<file path="src/monitor_regs_pkg.sv">
package monitor_regs_pkg;

    // Register indices on the management bus
    localparam logic [7:0] ADDR_VALUE_FIRST = 8'h13;
    localparam logic [7:0] ADDR_VALUE_LAST = 8'h3A;
    localparam logic [7:0] ADDR_TRIP_LOCAL = 8'h13;
    localparam logic [7:0] ADDR_TRIP_REMOTE = 8'h14;
    localparam logic [7:0] ADDR_DEF_TRIP_LOCAL = 8'h17;
    localparam logic [7:0] ADDR_DEF_TRIP_REMOTE = 8'h18;
    localparam logic [7:0] ADDR_REMOTE2_VALUE = 8'h20;
    localparam logic [7:0] ADDR_REMOTE1_VALUE = 8'h26;
    localparam logic [7:0] ADDR_LOCAL_VALUE = 8'h27;
    localparam logic [7:0] ADDR_MAKER_ID = 8'h3E;
    localparam logic [7:0] ADDR_REVISION = 8'h3F;
    localparam logic [7:0] ADDR_CONFIG = 8'h40;
    localparam logic [7:0] ADDR_STATUS = 8'h41;
    localparam logic [7:0] ADDR_RSVD_A = 8'h42;
    localparam logic [7:0] ADDR_MASK = 8'h43;
    localparam logic [7:0] ADDR_RSVD_B = 8'h44;
    localparam logic [7:0] ADDR_RSVD_C = 8'h47;
    localparam logic [7:0] ADDR_RSVD_D = 8'h4A;
    localparam logic [7:0] ADDR_STATUS_COPY = 8'h4C;

    // Value bank size
    localparam int VALUE_COUNT = 40;

    // Reset values
    localparam logic [7:0] CONFIG_RESET = 8'h25;
    localparam logic [7:0] STATUS_RESET = 8'h00;
    localparam logic [7:0] MASK_RESET = 8'h00;
    localparam logic [7:0] STATUS_COPY_RESET = 8'h00;
    localparam logic [7:0] TRIP_LOCAL_RESET = 8'h46;
    localparam logic [7:0] TRIP_REMOTE_RESET = 8'h64;
    localparam logic [7:0] VALUE_RESET = 8'h00;
    localparam logic [7:0] READ_ZERO = 8'h00;

    // Configuration bit positions
    localparam int CFG_START_BIT = 0;
    localparam int CFG_OUT_EN_BIT = 1;
    localparam int CFG_CLEAR_BIT = 2;
    localparam int CFG_LOCK_BIT = 3;
    localparam int CFG_GPI_INV_BIT = 6;

    // Status bit that follows the logic input, never latched
    localparam int STATUS_GPI_BIT = 4;
    localparam logic [7:0] STATUS_LATCH_MASK = 8'hEF;

    // Revision field positions
    localparam int REV_STEP_LSB = 0;
    localparam int REV_VERSION_LSB = 4;

endpackage

</file>
<file path="src/value_bank.sv">
module value_bank
    import monitor_regs_pkg::*;
(
    input wire logic mclk,
    input wire logic rst_b,
    input wire logic wrEn,
    input wire logic [7:0] regAddr,
    input wire logic [7:0] wrData,
    input wire logic tripLock,
    input wire logic [7:0] localTemp,
    input wire logic [7:0] remote1Temp,
    input wire logic [7:0] remote2Temp,
    output logic inRange,
    output logic [7:0] valueRd
);
    logic [7:0] entryQ [VALUE_COUNT];
    logic [7:0] idx;
    logic [5:0] rdIdx;

    assign inRange = (regAddr >= ADDR_VALUE_FIRST) && (regAddr <= ADDR_VALUE_LAST);
    assign idx = regAddr - ADDR_VALUE_FIRST;
    assign rdIdx = idx[5:0];

    genvar i;
    generate
        for (i = 0; i < VALUE_COUNT; i++) begin : g_entry
            localparam logic [7:0] ENTRY_ADDR = ADDR_VALUE_FIRST + 8'(i);
            localparam bit IS_TRIP = (ENTRY_ADDR == ADDR_TRIP_LOCAL) ||
                                     (ENTRY_ADDR == ADDR_TRIP_REMOTE);
            localparam logic [7:0] INIT = (ENTRY_ADDR == ADDR_TRIP_LOCAL) ? TRIP_LOCAL_RESET :
                                          (ENTRY_ADDR == ADDR_TRIP_REMOTE) ? TRIP_REMOTE_RESET :
                                          VALUE_RESET;
            logic hit;
            assign hit = wrEn && inRange && (idx == ENTRY_ADDR - ADDR_VALUE_FIRST) &&
                         !(IS_TRIP && tripLock);
            always_ff @(posedge mclk or negedge rst_b) begin
                if (!rst_b) begin
                    entryQ[i] <= INIT;
                end else if (hit) begin
                    entryQ[i] <= wrData;
                end
            end
        end
    endgenerate

    // Read-only locations show live values and fixed trip defaults
    assign valueRd = !inRange ? READ_ZERO :
                     (regAddr == ADDR_DEF_TRIP_LOCAL) ? TRIP_LOCAL_RESET :
                     (regAddr == ADDR_DEF_TRIP_REMOTE) ? TRIP_REMOTE_RESET :
                     (regAddr == ADDR_REMOTE2_VALUE) ? remote2Temp :
                     (regAddr == ADDR_REMOTE1_VALUE) ? remote1Temp :
                     (regAddr == ADDR_LOCAL_VALUE) ? localTemp :
                     entryQ[rdIdx];
endmodule

</file>
<file path="src/alert_gate.sv">
module alert_gate
    import monitor_regs_pkg::*;
(
    input wire logic mclk,
    input wire logic rst_b,
    input wire logic [7:0] statusBits,
    input wire logic [7:0] maskBits,
    input wire logic outEnable,
    input wire logic alertClear,
    output logic alertPinOut,
    output logic alertPinOe
);
    logic pending;
    logic alertOe_q;
    logic alertOe_d;

    assign pending = |(statusBits & ~maskBits);
    assign alertOe_d = outEnable && !alertClear && pending;

    always_ff @(posedge mclk or negedge rst_b) begin
        if (!rst_b) begin
            alertOe_q <= 1'b0;
        end else begin
            alertOe_q <= alertOe_d;
        end
    end

    // Open drain, active low: drives zero when enabled
    assign alertPinOut = 1'b0;
    assign alertPinOe = alertOe_q;
endmodule

</file>
<file path="src/monitor_register_map.sv">
module monitor_register_map
    import monitor_regs_pkg::*;
#(
    parameter logic [7:0] MAKER_ID = 8'h5A,  // Arbitrary value
    parameter logic [3:0] PART_VERSION = 4'h3,  // Arbitrary value
    parameter logic [3:0] PART_STEPPING = 4'h1  // Arbitrary value
)
(
    input wire logic mclk,
    input wire logic rst_b,
    input wire logic [7:0] regAddr,
    input wire logic wrEn,
    input wire logic [7:0] wrData,
    input wire logic rdEn,
    output logic [7:0] rdData,
    input wire logic [7:0] alertEvent,
    input wire logic gpiPin,
    input wire logic overtempTrip,
    input wire logic [7:0] localTemp,
    input wire logic [7:0] remote1Temp,
    input wire logic [7:0] remote2Temp,
    output logic runEnable,
    output logic alertPinOut,
    output logic alertPinOe,
    output logic overtempOut_b
);
    logic [7:0] config_q;
    logic [7:0] config_d;
    logic [7:0] status_q;
    logic [7:0] status_d;
    logic [7:0] mask_q;
    logic [7:0] mask_d;
    logic [7:0] statusCopy_q;
    logic [7:0] statusCopy_d;
    logic [7:0] rdData_q;
    logic [7:0] rdData_d;
    logic overtemp_q;
    logic gpiMeta_q;
    logic gpiSync_q;
    logic gpiLevel;
    logic [7:0] statusView;
    logic hitConfig;
    logic hitStatus;
    logic hitMask;
    logic hitCopy;
    logic hitReserved;
    logic wrConfig;
    logic wrMask;
    logic rdStatus;
    logic rdCopy;
    logic [7:0] statusClr;
    logic [7:0] copyClr;
    logic [7:0] eventsLatched;
    logic [7:0] revisionWord;
    logic valueHit;
    logic [7:0] valueRd;

    // Address decode
    assign hitConfig = (regAddr == ADDR_CONFIG);
    assign hitStatus = (regAddr == ADDR_STATUS);
    assign hitMask = (regAddr == ADDR_MASK);
    assign hitCopy = (regAddr == ADDR_STATUS_COPY);
    assign hitReserved = (regAddr == ADDR_RSVD_A) || (regAddr == ADDR_RSVD_B) ||
                         (regAddr == ADDR_RSVD_C) || (regAddr == ADDR_RSVD_D);
    assign wrConfig = wrEn && hitConfig;
    assign wrMask = wrEn && hitMask;
    assign rdStatus = rdEn && hitStatus;
    assign rdCopy = rdEn && hitCopy;

    // Lock bit is write once; only reset releases it
    assign config_d = wrConfig ? (wrData | (config_q & (8'h01 << CFG_LOCK_BIT))) : config_q;
    assign mask_d = wrMask ? wrData : mask_q;

    // Logic input level after polarity select
    assign gpiLevel = gpiSync_q ^ config_q[CFG_GPI_INV_BIT];

    // Latched sources are cleared by a read; a new event wins over the clear
    assign eventsLatched = alertEvent & STATUS_LATCH_MASK;
    assign statusClr = rdStatus ? STATUS_LATCH_MASK : 8'h00;
    assign copyClr = rdCopy ? STATUS_LATCH_MASK : 8'h00;
    assign status_d = (status_q & ~statusClr) | eventsLatched;
    assign statusCopy_d = (statusCopy_q & ~copyClr) | eventsLatched;
    assign statusView = (status_q & STATUS_LATCH_MASK) |
                        ({7'h00, gpiLevel} << STATUS_GPI_BIT);

    assign revisionWord = ({4'h0, PART_VERSION} << REV_VERSION_LSB) |
                          ({4'h0, PART_STEPPING} << REV_STEP_LSB);

    // Read selection, eight bits per index
    assign rdData_d = !rdEn ? rdData_q :
                      valueHit ? valueRd :
                      (regAddr == ADDR_MAKER_ID) ? MAKER_ID :
                      (regAddr == ADDR_REVISION) ? revisionWord :
                      hitConfig ? config_q :
                      hitStatus ? statusView :
                      hitMask ? mask_q :
                      hitCopy ? (statusCopy_q | (statusView & ~STATUS_LATCH_MASK)) :
                      READ_ZERO;

    always_ff @(posedge mclk or negedge rst_b) begin
        if (!rst_b) begin
            config_q <= CONFIG_RESET;
            status_q <= STATUS_RESET;
            mask_q <= MASK_RESET;
            statusCopy_q <= STATUS_COPY_RESET;
        end else begin
            config_q <= config_d;
            status_q <= status_d;
            mask_q <= mask_d;
            statusCopy_q <= statusCopy_d;
        end
    end

    always_ff @(posedge mclk or negedge rst_b) begin
        if (!rst_b) begin
            rdData_q <= READ_ZERO;
            overtemp_q <= 1'b0;
        end else begin
            rdData_q <= rdData_d;
            overtemp_q <= overtempTrip;
        end
    end

    always_ff @(posedge mclk or negedge rst_b) begin
        if (!rst_b) begin
            gpiMeta_q <= 1'b0;
            gpiSync_q <= 1'b0;
        end else begin
            gpiMeta_q <= gpiPin;
            gpiSync_q <= gpiMeta_q;
        end
    end

    value_bank u_value_bank (
        .mclk(mclk),
        .rst_b(rst_b),
        .wrEn(wrEn),
        .regAddr(regAddr),
        .wrData(wrData),
        .tripLock(config_q[CFG_LOCK_BIT]),
        .localTemp(localTemp),
        .remote1Temp(remote1Temp),
        .remote2Temp(remote2Temp),
        .inRange(valueHit),
        .valueRd(valueRd)
    );

    alert_gate u_alert_gate (
        .mclk(mclk),
        .rst_b(rst_b),
        .statusBits(statusView),
        .maskBits(mask_q),
        .outEnable(config_q[CFG_OUT_EN_BIT]),
        .alertClear(config_q[CFG_CLEAR_BIT]),
        .alertPinOut(alertPinOut),
        .alertPinOe(alertPinOe)
    );

    assign rdData = rdData_q;
    assign runEnable = config_q[CFG_START_BIT];
    assign overtempOut_b = !overtemp_q;

    // Helper: first sampled edge after reset release
    logic seen_q;
    always_ff @(posedge mclk or negedge rst_b) begin
        if (!rst_b) begin
            seen_q <= 1'b0;
        end else begin
            seen_q <= 1'b1;
        end
    end
endmodule

</file>
<file path="config.mk">
export PLATFORM = sky130hd
export DESIGN_NAME = monitor_register_map
export DESIGN_NICKNAME = d
export VERILOG_FILES = /design/src/monitor_regs_pkg.sv /design/src/value_bank.sv /design/src/alert_gate.sv /design/src/monitor_register_map.sv
export SDC_FILE = /design/constraint.sdc
export NUM_CORES = 1
export LEC_CHECK = 0
export ABC_CLOCK_PERIOD_IN_PS = 2600
export BUFFER_PORTS_ARGS = -buffer_cell sky130_fd_sc_hd__buf_4
export CORE_AREA = 5 5 244 222
export CTS_CLUSTER_SIZE = 14
export DETAILED_ROUTE_END_ITERATION = 8
export DIE_AREA = 0 0 249 227
export HOLD_SLACK_MARGIN = 0.03
export PLACE_DENSITY_LB_ADDON = 0.2
export SLEW_MARGIN = 10
export SYNTH_ARGS = -nofsm -noshare
export SYNTH_HDL_FRONTEND = slang
export SYNTH_SLANG_ARGS = --single-unit
</file>
<file path="constraint.sdc">
create_clock -name mclk -period 2.6 [get_ports mclk]
set_input_delay 0.26 -clock mclk [delete_from_list [all_inputs] [get_ports mclk]]
set_output_delay 0.26 -clock mclk [all_outputs]
set_load 0.005 [all_outputs]
</file>
==> out/summary.md <==
• chip height: 227 µm
• H-tree depth: 2
• combinational fraction of design power: 9.6%
• DRT Wirelength: 48.6 mm
• floorplan die area: 0.0565 mm²
• CTS resizes: 0
• total overflow reported by the global router: 0
• Internal Dissipation: 0.00954 W
• count of cell types in the netlist: 82
• weighted congestion reported at the end of routability-driven placement: 0.868
• root cell of the clock tree: sky130_fd_sc_hd__clkbuf_16
• setup clock skew after layout: 19.2 ps
• pin count of the biggest net entering global routing: 72
• final design utilization: 43.0%
• CTS tree: yes
• Clock Path Buffers: 3
• count of yosys warnings during synthesis: 0
• Starting Density: 34.5%
• share of layout cells above drive strength 1: 51.9%
• I/O pin cnt: 66
• pre-CTS WS: -247 ps
• sequence of cells on the critical path: buf_4 -> ha_1 -> o31ai_1 -> buf_4 -> nor4b_2 -> o21ai_1 -> and2_4 -> buf_4 -> or2_0 -> nor3_4 -> buf_12 -> mux2_4
• transition time at the pin with the least slew margin: 637 ps
• fin area: 0.0220 mm²
• final setup fails: 0
• classification of the worst setup path: in2reg
• number of synthesized flops with an enable pin: 0
• Core ar.: 0.0513 mm²
• port buffer count: 63
• Yosys top cell area share: 49.9%
• Clock Sink Count: 362
• detailed router's first-iteration violation count: 595
• post-route fraction of the period consumed by the critical path: 89.2%
• buffer count from post-CTS setup fixing: 0
• number of pins with negative max-slew slack in the final report: 0
• Synth Instances: 1265
• net switching share of the total power: 24.4%
• setup ws final: 280 ps
• top cells by area, synth: sky130_fd_sc_hd__dfrtp_1, sky130_fd_sc_hd__mux2_2, sky130_fd_sc_hd__mux4_2
• Max-Slew Margin vs Limit: 57.0%
• HP Class: in2reg
• max_cap viols: 0
• sequential share of power: 45.7%
• total CTS buffers: 41
• highest ir drop seen on vdd: 423 µV
• clock latency reported for the late side of the worst-skew pair: 570 ps
• critical path's most frequent cell: sky130_fd_sc_hd__buf_4
• unrepaired setup endpoints after global routing: false
• number of hold buffers added after CTS: 10
• Chip Width: 249 µm
• number of placed instances with taps included: 2094
• Area after DPL: 0.0206 mm²
• Power Total: 0.0126 W
• stage delay of the slowest cell on the critical path: 410 ps
• number of antenna violations at the first check in global routing: 0
• std cell rows: 79
• fill cell count: 4681
• Clock power frac: 44.7%
• Net Switching: 0.00307 W
• worst endpoint required time: 3040 ps
• fmax: 431 MHz
• half-perimeter wire length after placement: 33.9 mm
• static leakage: 10.3 nW
• cell with the biggest individual delay on the critical path: sky130_fd_sc_hd__or2_0
• # diodes: 0
• vias per cell: 5.25
• global-route wire length before repair: 76.5 mm
• Final Hold Viols: 0
• CP arrival: 2760 ps
• areal power density over the cells: 572 mW/mm²
• CP max FO: 8
• area added between synthesis and finish: 24.4%
• clk slew on worst S/H paths: 60 ps
• type of element launching the critical path: input pin
• post-synthesis instance area: 0.0177 mm²
• library cell with the largest summed area after synthesis: sky130_fd_sc_hd__dfrtp_1
• status: completed
• Final Critical Period: 2320 ps
• via count of the first global-routing pass: 12100
• post-synthesis area per instance: 14.0 µm²
• vias: 11400
• Most used DFF post-synth: sky130_fd_sc_hd__dfrtp_1
• Pre-Repair DR Iteration Count: 5
• ANT nets after route: 0
• final cell count without fillers: 2177
• Overall Global Routing Usage: 17.5%
• average routed wire per standard cell: 22.3 µm
• DRC violation count after routing: 0
• post-synthesis register bit count: 362
• net count reported at finish: 1518
• post-synthesis sequential area ratio: 51.2%
• FFs w/ async S/R, synth: 100%
• post-synthesis net count: 1324
• capturing element type of the critical path: register
==> cells by family (layout without fill, tap and decap cells) <==
kind of cell | Yosys count | after routing | synth area share, %
adders and majority gates | 5 | 5 | 0.353
AOI/OAI and AO/OA | 145 | 145 | 5.80
DFF | 362 | 362 | 51.2
buffers and inverters | 109 | 333 | 2.66
muxes | 423 | 423 | 32.3
other | 1 | 1 | 0.0212
and+or+nand+nor | 211 | 211 | 7.25
xor gates and xnor gates | 9 | 9 | 0.445
==> cell usage after synthesis, types with 3 or more instances <==
cell,number
sky130_fd_sc_hd__a32oi_1,8
sky130_fd_sc_hd__mux2_4,8
sky130_fd_sc_hd__inv_1,17
sky130_fd_sc_hd__buf_4,4
sky130_fd_sc_hd__o21a_1,3
sky130_fd_sc_hd__a22oi_1,4
sky130_fd_sc_hd__mux4_2,83
sky130_fd_sc_hd__nand2_1,74
sky130_fd_sc_hd__dfrtp_1,353
sky130_fd_sc_hd__a21o_1,15
sky130_fd_sc_hd__o221ai_1,5
sky130_fd_sc_hd__nor2_2,21
sky130_fd_sc_hd__mux2i_1,8
sky130_fd_sc_hd__o31ai_1,3
sky130_fd_sc_hd__nand3_1,13
sky130_fd_sc_hd__nor4_1,3
sky130_fd_sc_hd__buf_2,25
sky130_fd_sc_hd__clkbuf_1,60
sky130_fd_sc_hd__xnor2_1,7
sky130_fd_sc_hd__nand4_1,11
sky130_fd_sc_hd__nor2_8,7
sky130_fd_sc_hd__o211ai_1,7
sky130_fd_sc_hd__mux2_2,320
sky130_fd_sc_hd__nand2b_1,10
sky130_fd_sc_hd__and2_1,3
sky130_fd_sc_hd__nor2b_1,7
sky130_fd_sc_hd__o22ai_1,8
sky130_fd_sc_hd__mux2_1,4
sky130_fd_sc_hd__dfstp_2,9
sky130_fd_sc_hd__o22a_1,5
sky130_fd_sc_hd__a221oi_1,6
sky130_fd_sc_hd__ha_1,5
sky130_fd_sc_hd__nor2_1,22
sky130_fd_sc_hd__nor3_1,7
sky130_fd_sc_hd__a21oi_1,21
sky130_fd_sc_hd__a31oi_1,4
sky130_fd_sc_hd__a222oi_1,4
sky130_fd_sc_hd__a211oi_1,5
sky130_fd_sc_hd__nor3_4,3
sky130_fd_sc_hd__o21ai_0,26
sky130_fd_sc_hd__a311oi_1,4
sky130_fd_sc_hd__and3_1,4
sky130_fd_sc_hd__or2_2,3
==> path summary, 6_finish.rpt <==
| path | startpoint | slack [ps] | endpoint | cells past startpoint |
|---|---|---|---|---|
| worst max-delay path | regAddr[1] | 280 | u_value_bank.entryQ[164] | 12 |
| worst min-delay path | rdEn | 100 | rdData[1] | 2 |
| worst max register to register | u_value_bank.entryQ[239] | 560 | rdData[7] | 5 |
| worst min register to register | gpiMeta_q | 350 | gpiSync_q | 0 |
| max in group asynchronous | rst_b | 1490 | u_value_bank.entryQ[283] | 3 |
| min in group asynchronous | rst_b | 280 | u_value_bank.entryQ[11] | 2 |
==> flip-flops by register name (all words and copies together), names as in the netlist <==
register and cells:
config_q 8, gpiMeta_q 1, gpiSync_q 1, mask_q 8, overtemp_q 1, rdData 8
statusCopy_q 7, status_q 7, u_alert_gate.alertPinOe 1, u_value_bank.entryQ 320
==> critical path, delay by kind of cell <==
family          cells  cell delay (ps)
simple gates        4              780
compound gates      2              630
buf+inv             4              590
mux                 1              290
fa+ha+maj           1              200
==> cells in the final DEF, fill, tap and decap left out, types with 6 or more instances in the layout <==
cell type,instances
sky130_fd_sc_hd__o211ai_1,7
sky130_fd_sc_hd__buf_12,34
sky130_fd_sc_hd__dfrtp_1,353
sky130_fd_sc_hd__a21o_1,15
sky130_fd_sc_hd__dlygate4sd3_1,10
sky130_fd_sc_hd__mux2i_1,8
sky130_fd_sc_hd__nand4_1,11
sky130_fd_sc_hd__clkbuf_1,12
sky130_fd_sc_hd__mux4_2,83
sky130_fd_sc_hd__clkbuf_8,10
sky130_fd_sc_hd__a221oi_1,6
sky130_fd_sc_hd__nand2b_1,7
sky130_fd_sc_hd__inv_1,16
sky130_fd_sc_hd__nand2_1,74
sky130_fd_sc_hd__nor2_1,21
sky130_fd_sc_hd__mux2_2,286
sky130_fd_sc_hd__o21ai_0,26
sky130_fd_sc_hd__buf_4,197
sky130_fd_sc_hd__nor2_2,18
sky130_fd_sc_hd__nor2_8,7
sky130_fd_sc_hd__nor2b_1,7
sky130_fd_sc_hd__clkbuf_16,41
sky130_fd_sc_hd__o22ai_1,8
sky130_fd_sc_hd__nand3_1,13
sky130_fd_sc_hd__dfstp_2,9
sky130_fd_sc_hd__a21oi_1,20
sky130_fd_sc_hd__mux2_4,42
sky130_fd_sc_hd__nor3_1,7
sky130_fd_sc_hd__a32oi_1,8
==> through the flow <==
stage                     setup TNS [ps]  hold slack (ps)
after floorplan                   -15850            -35.6
after global placement            -22020              275
after detailed placement          -20130              272
after CTS                              0             38.3
after global routing                   0             88.5
final                                  0              100
==> metal layers <==
| metal | up-vias | GRT usage [%] | wire [µm] |
|---|---|---|---|
| li1 | 5123 | - | - |
| met4 | 0 | 4.16 | 847 |
| met3 | 57 | 3.04 | 2030 |
| met1 | 6026 | 25.4 | 23400 |
| met2 | 225 | 27.7 | 22300 |
| met5 | - | 0 | 0 |
==> power groups by stage <==
stage          clock [W]  combinational, W  sequential [W]
6_report         0.00564           0.00121         0.00576
5_1_grt          0.00605           0.00131         0.00577
4_1_cts          0.00586           0.00123         0.00576
3_5_place_dp           0           0.00121         0.00586
3_3_place_gp           0           0.00120         0.00586
2_1_floorplan          0          0.000581         0.00585
==> area by class of cell <==
type	instances	area (µm²)	share of cell area, %
clock buffers	63	1210	5.48
clock inverters	10	111	0.505
inverters	17	71.3	0.324
multi-input cells	794	8430	38.3
flip-flops and latches	362	9070	41.2
well taps	688	861	3.91
repair buffers	243	2290	10.4
Note: power is estimated with default switching activity, not from simulation.
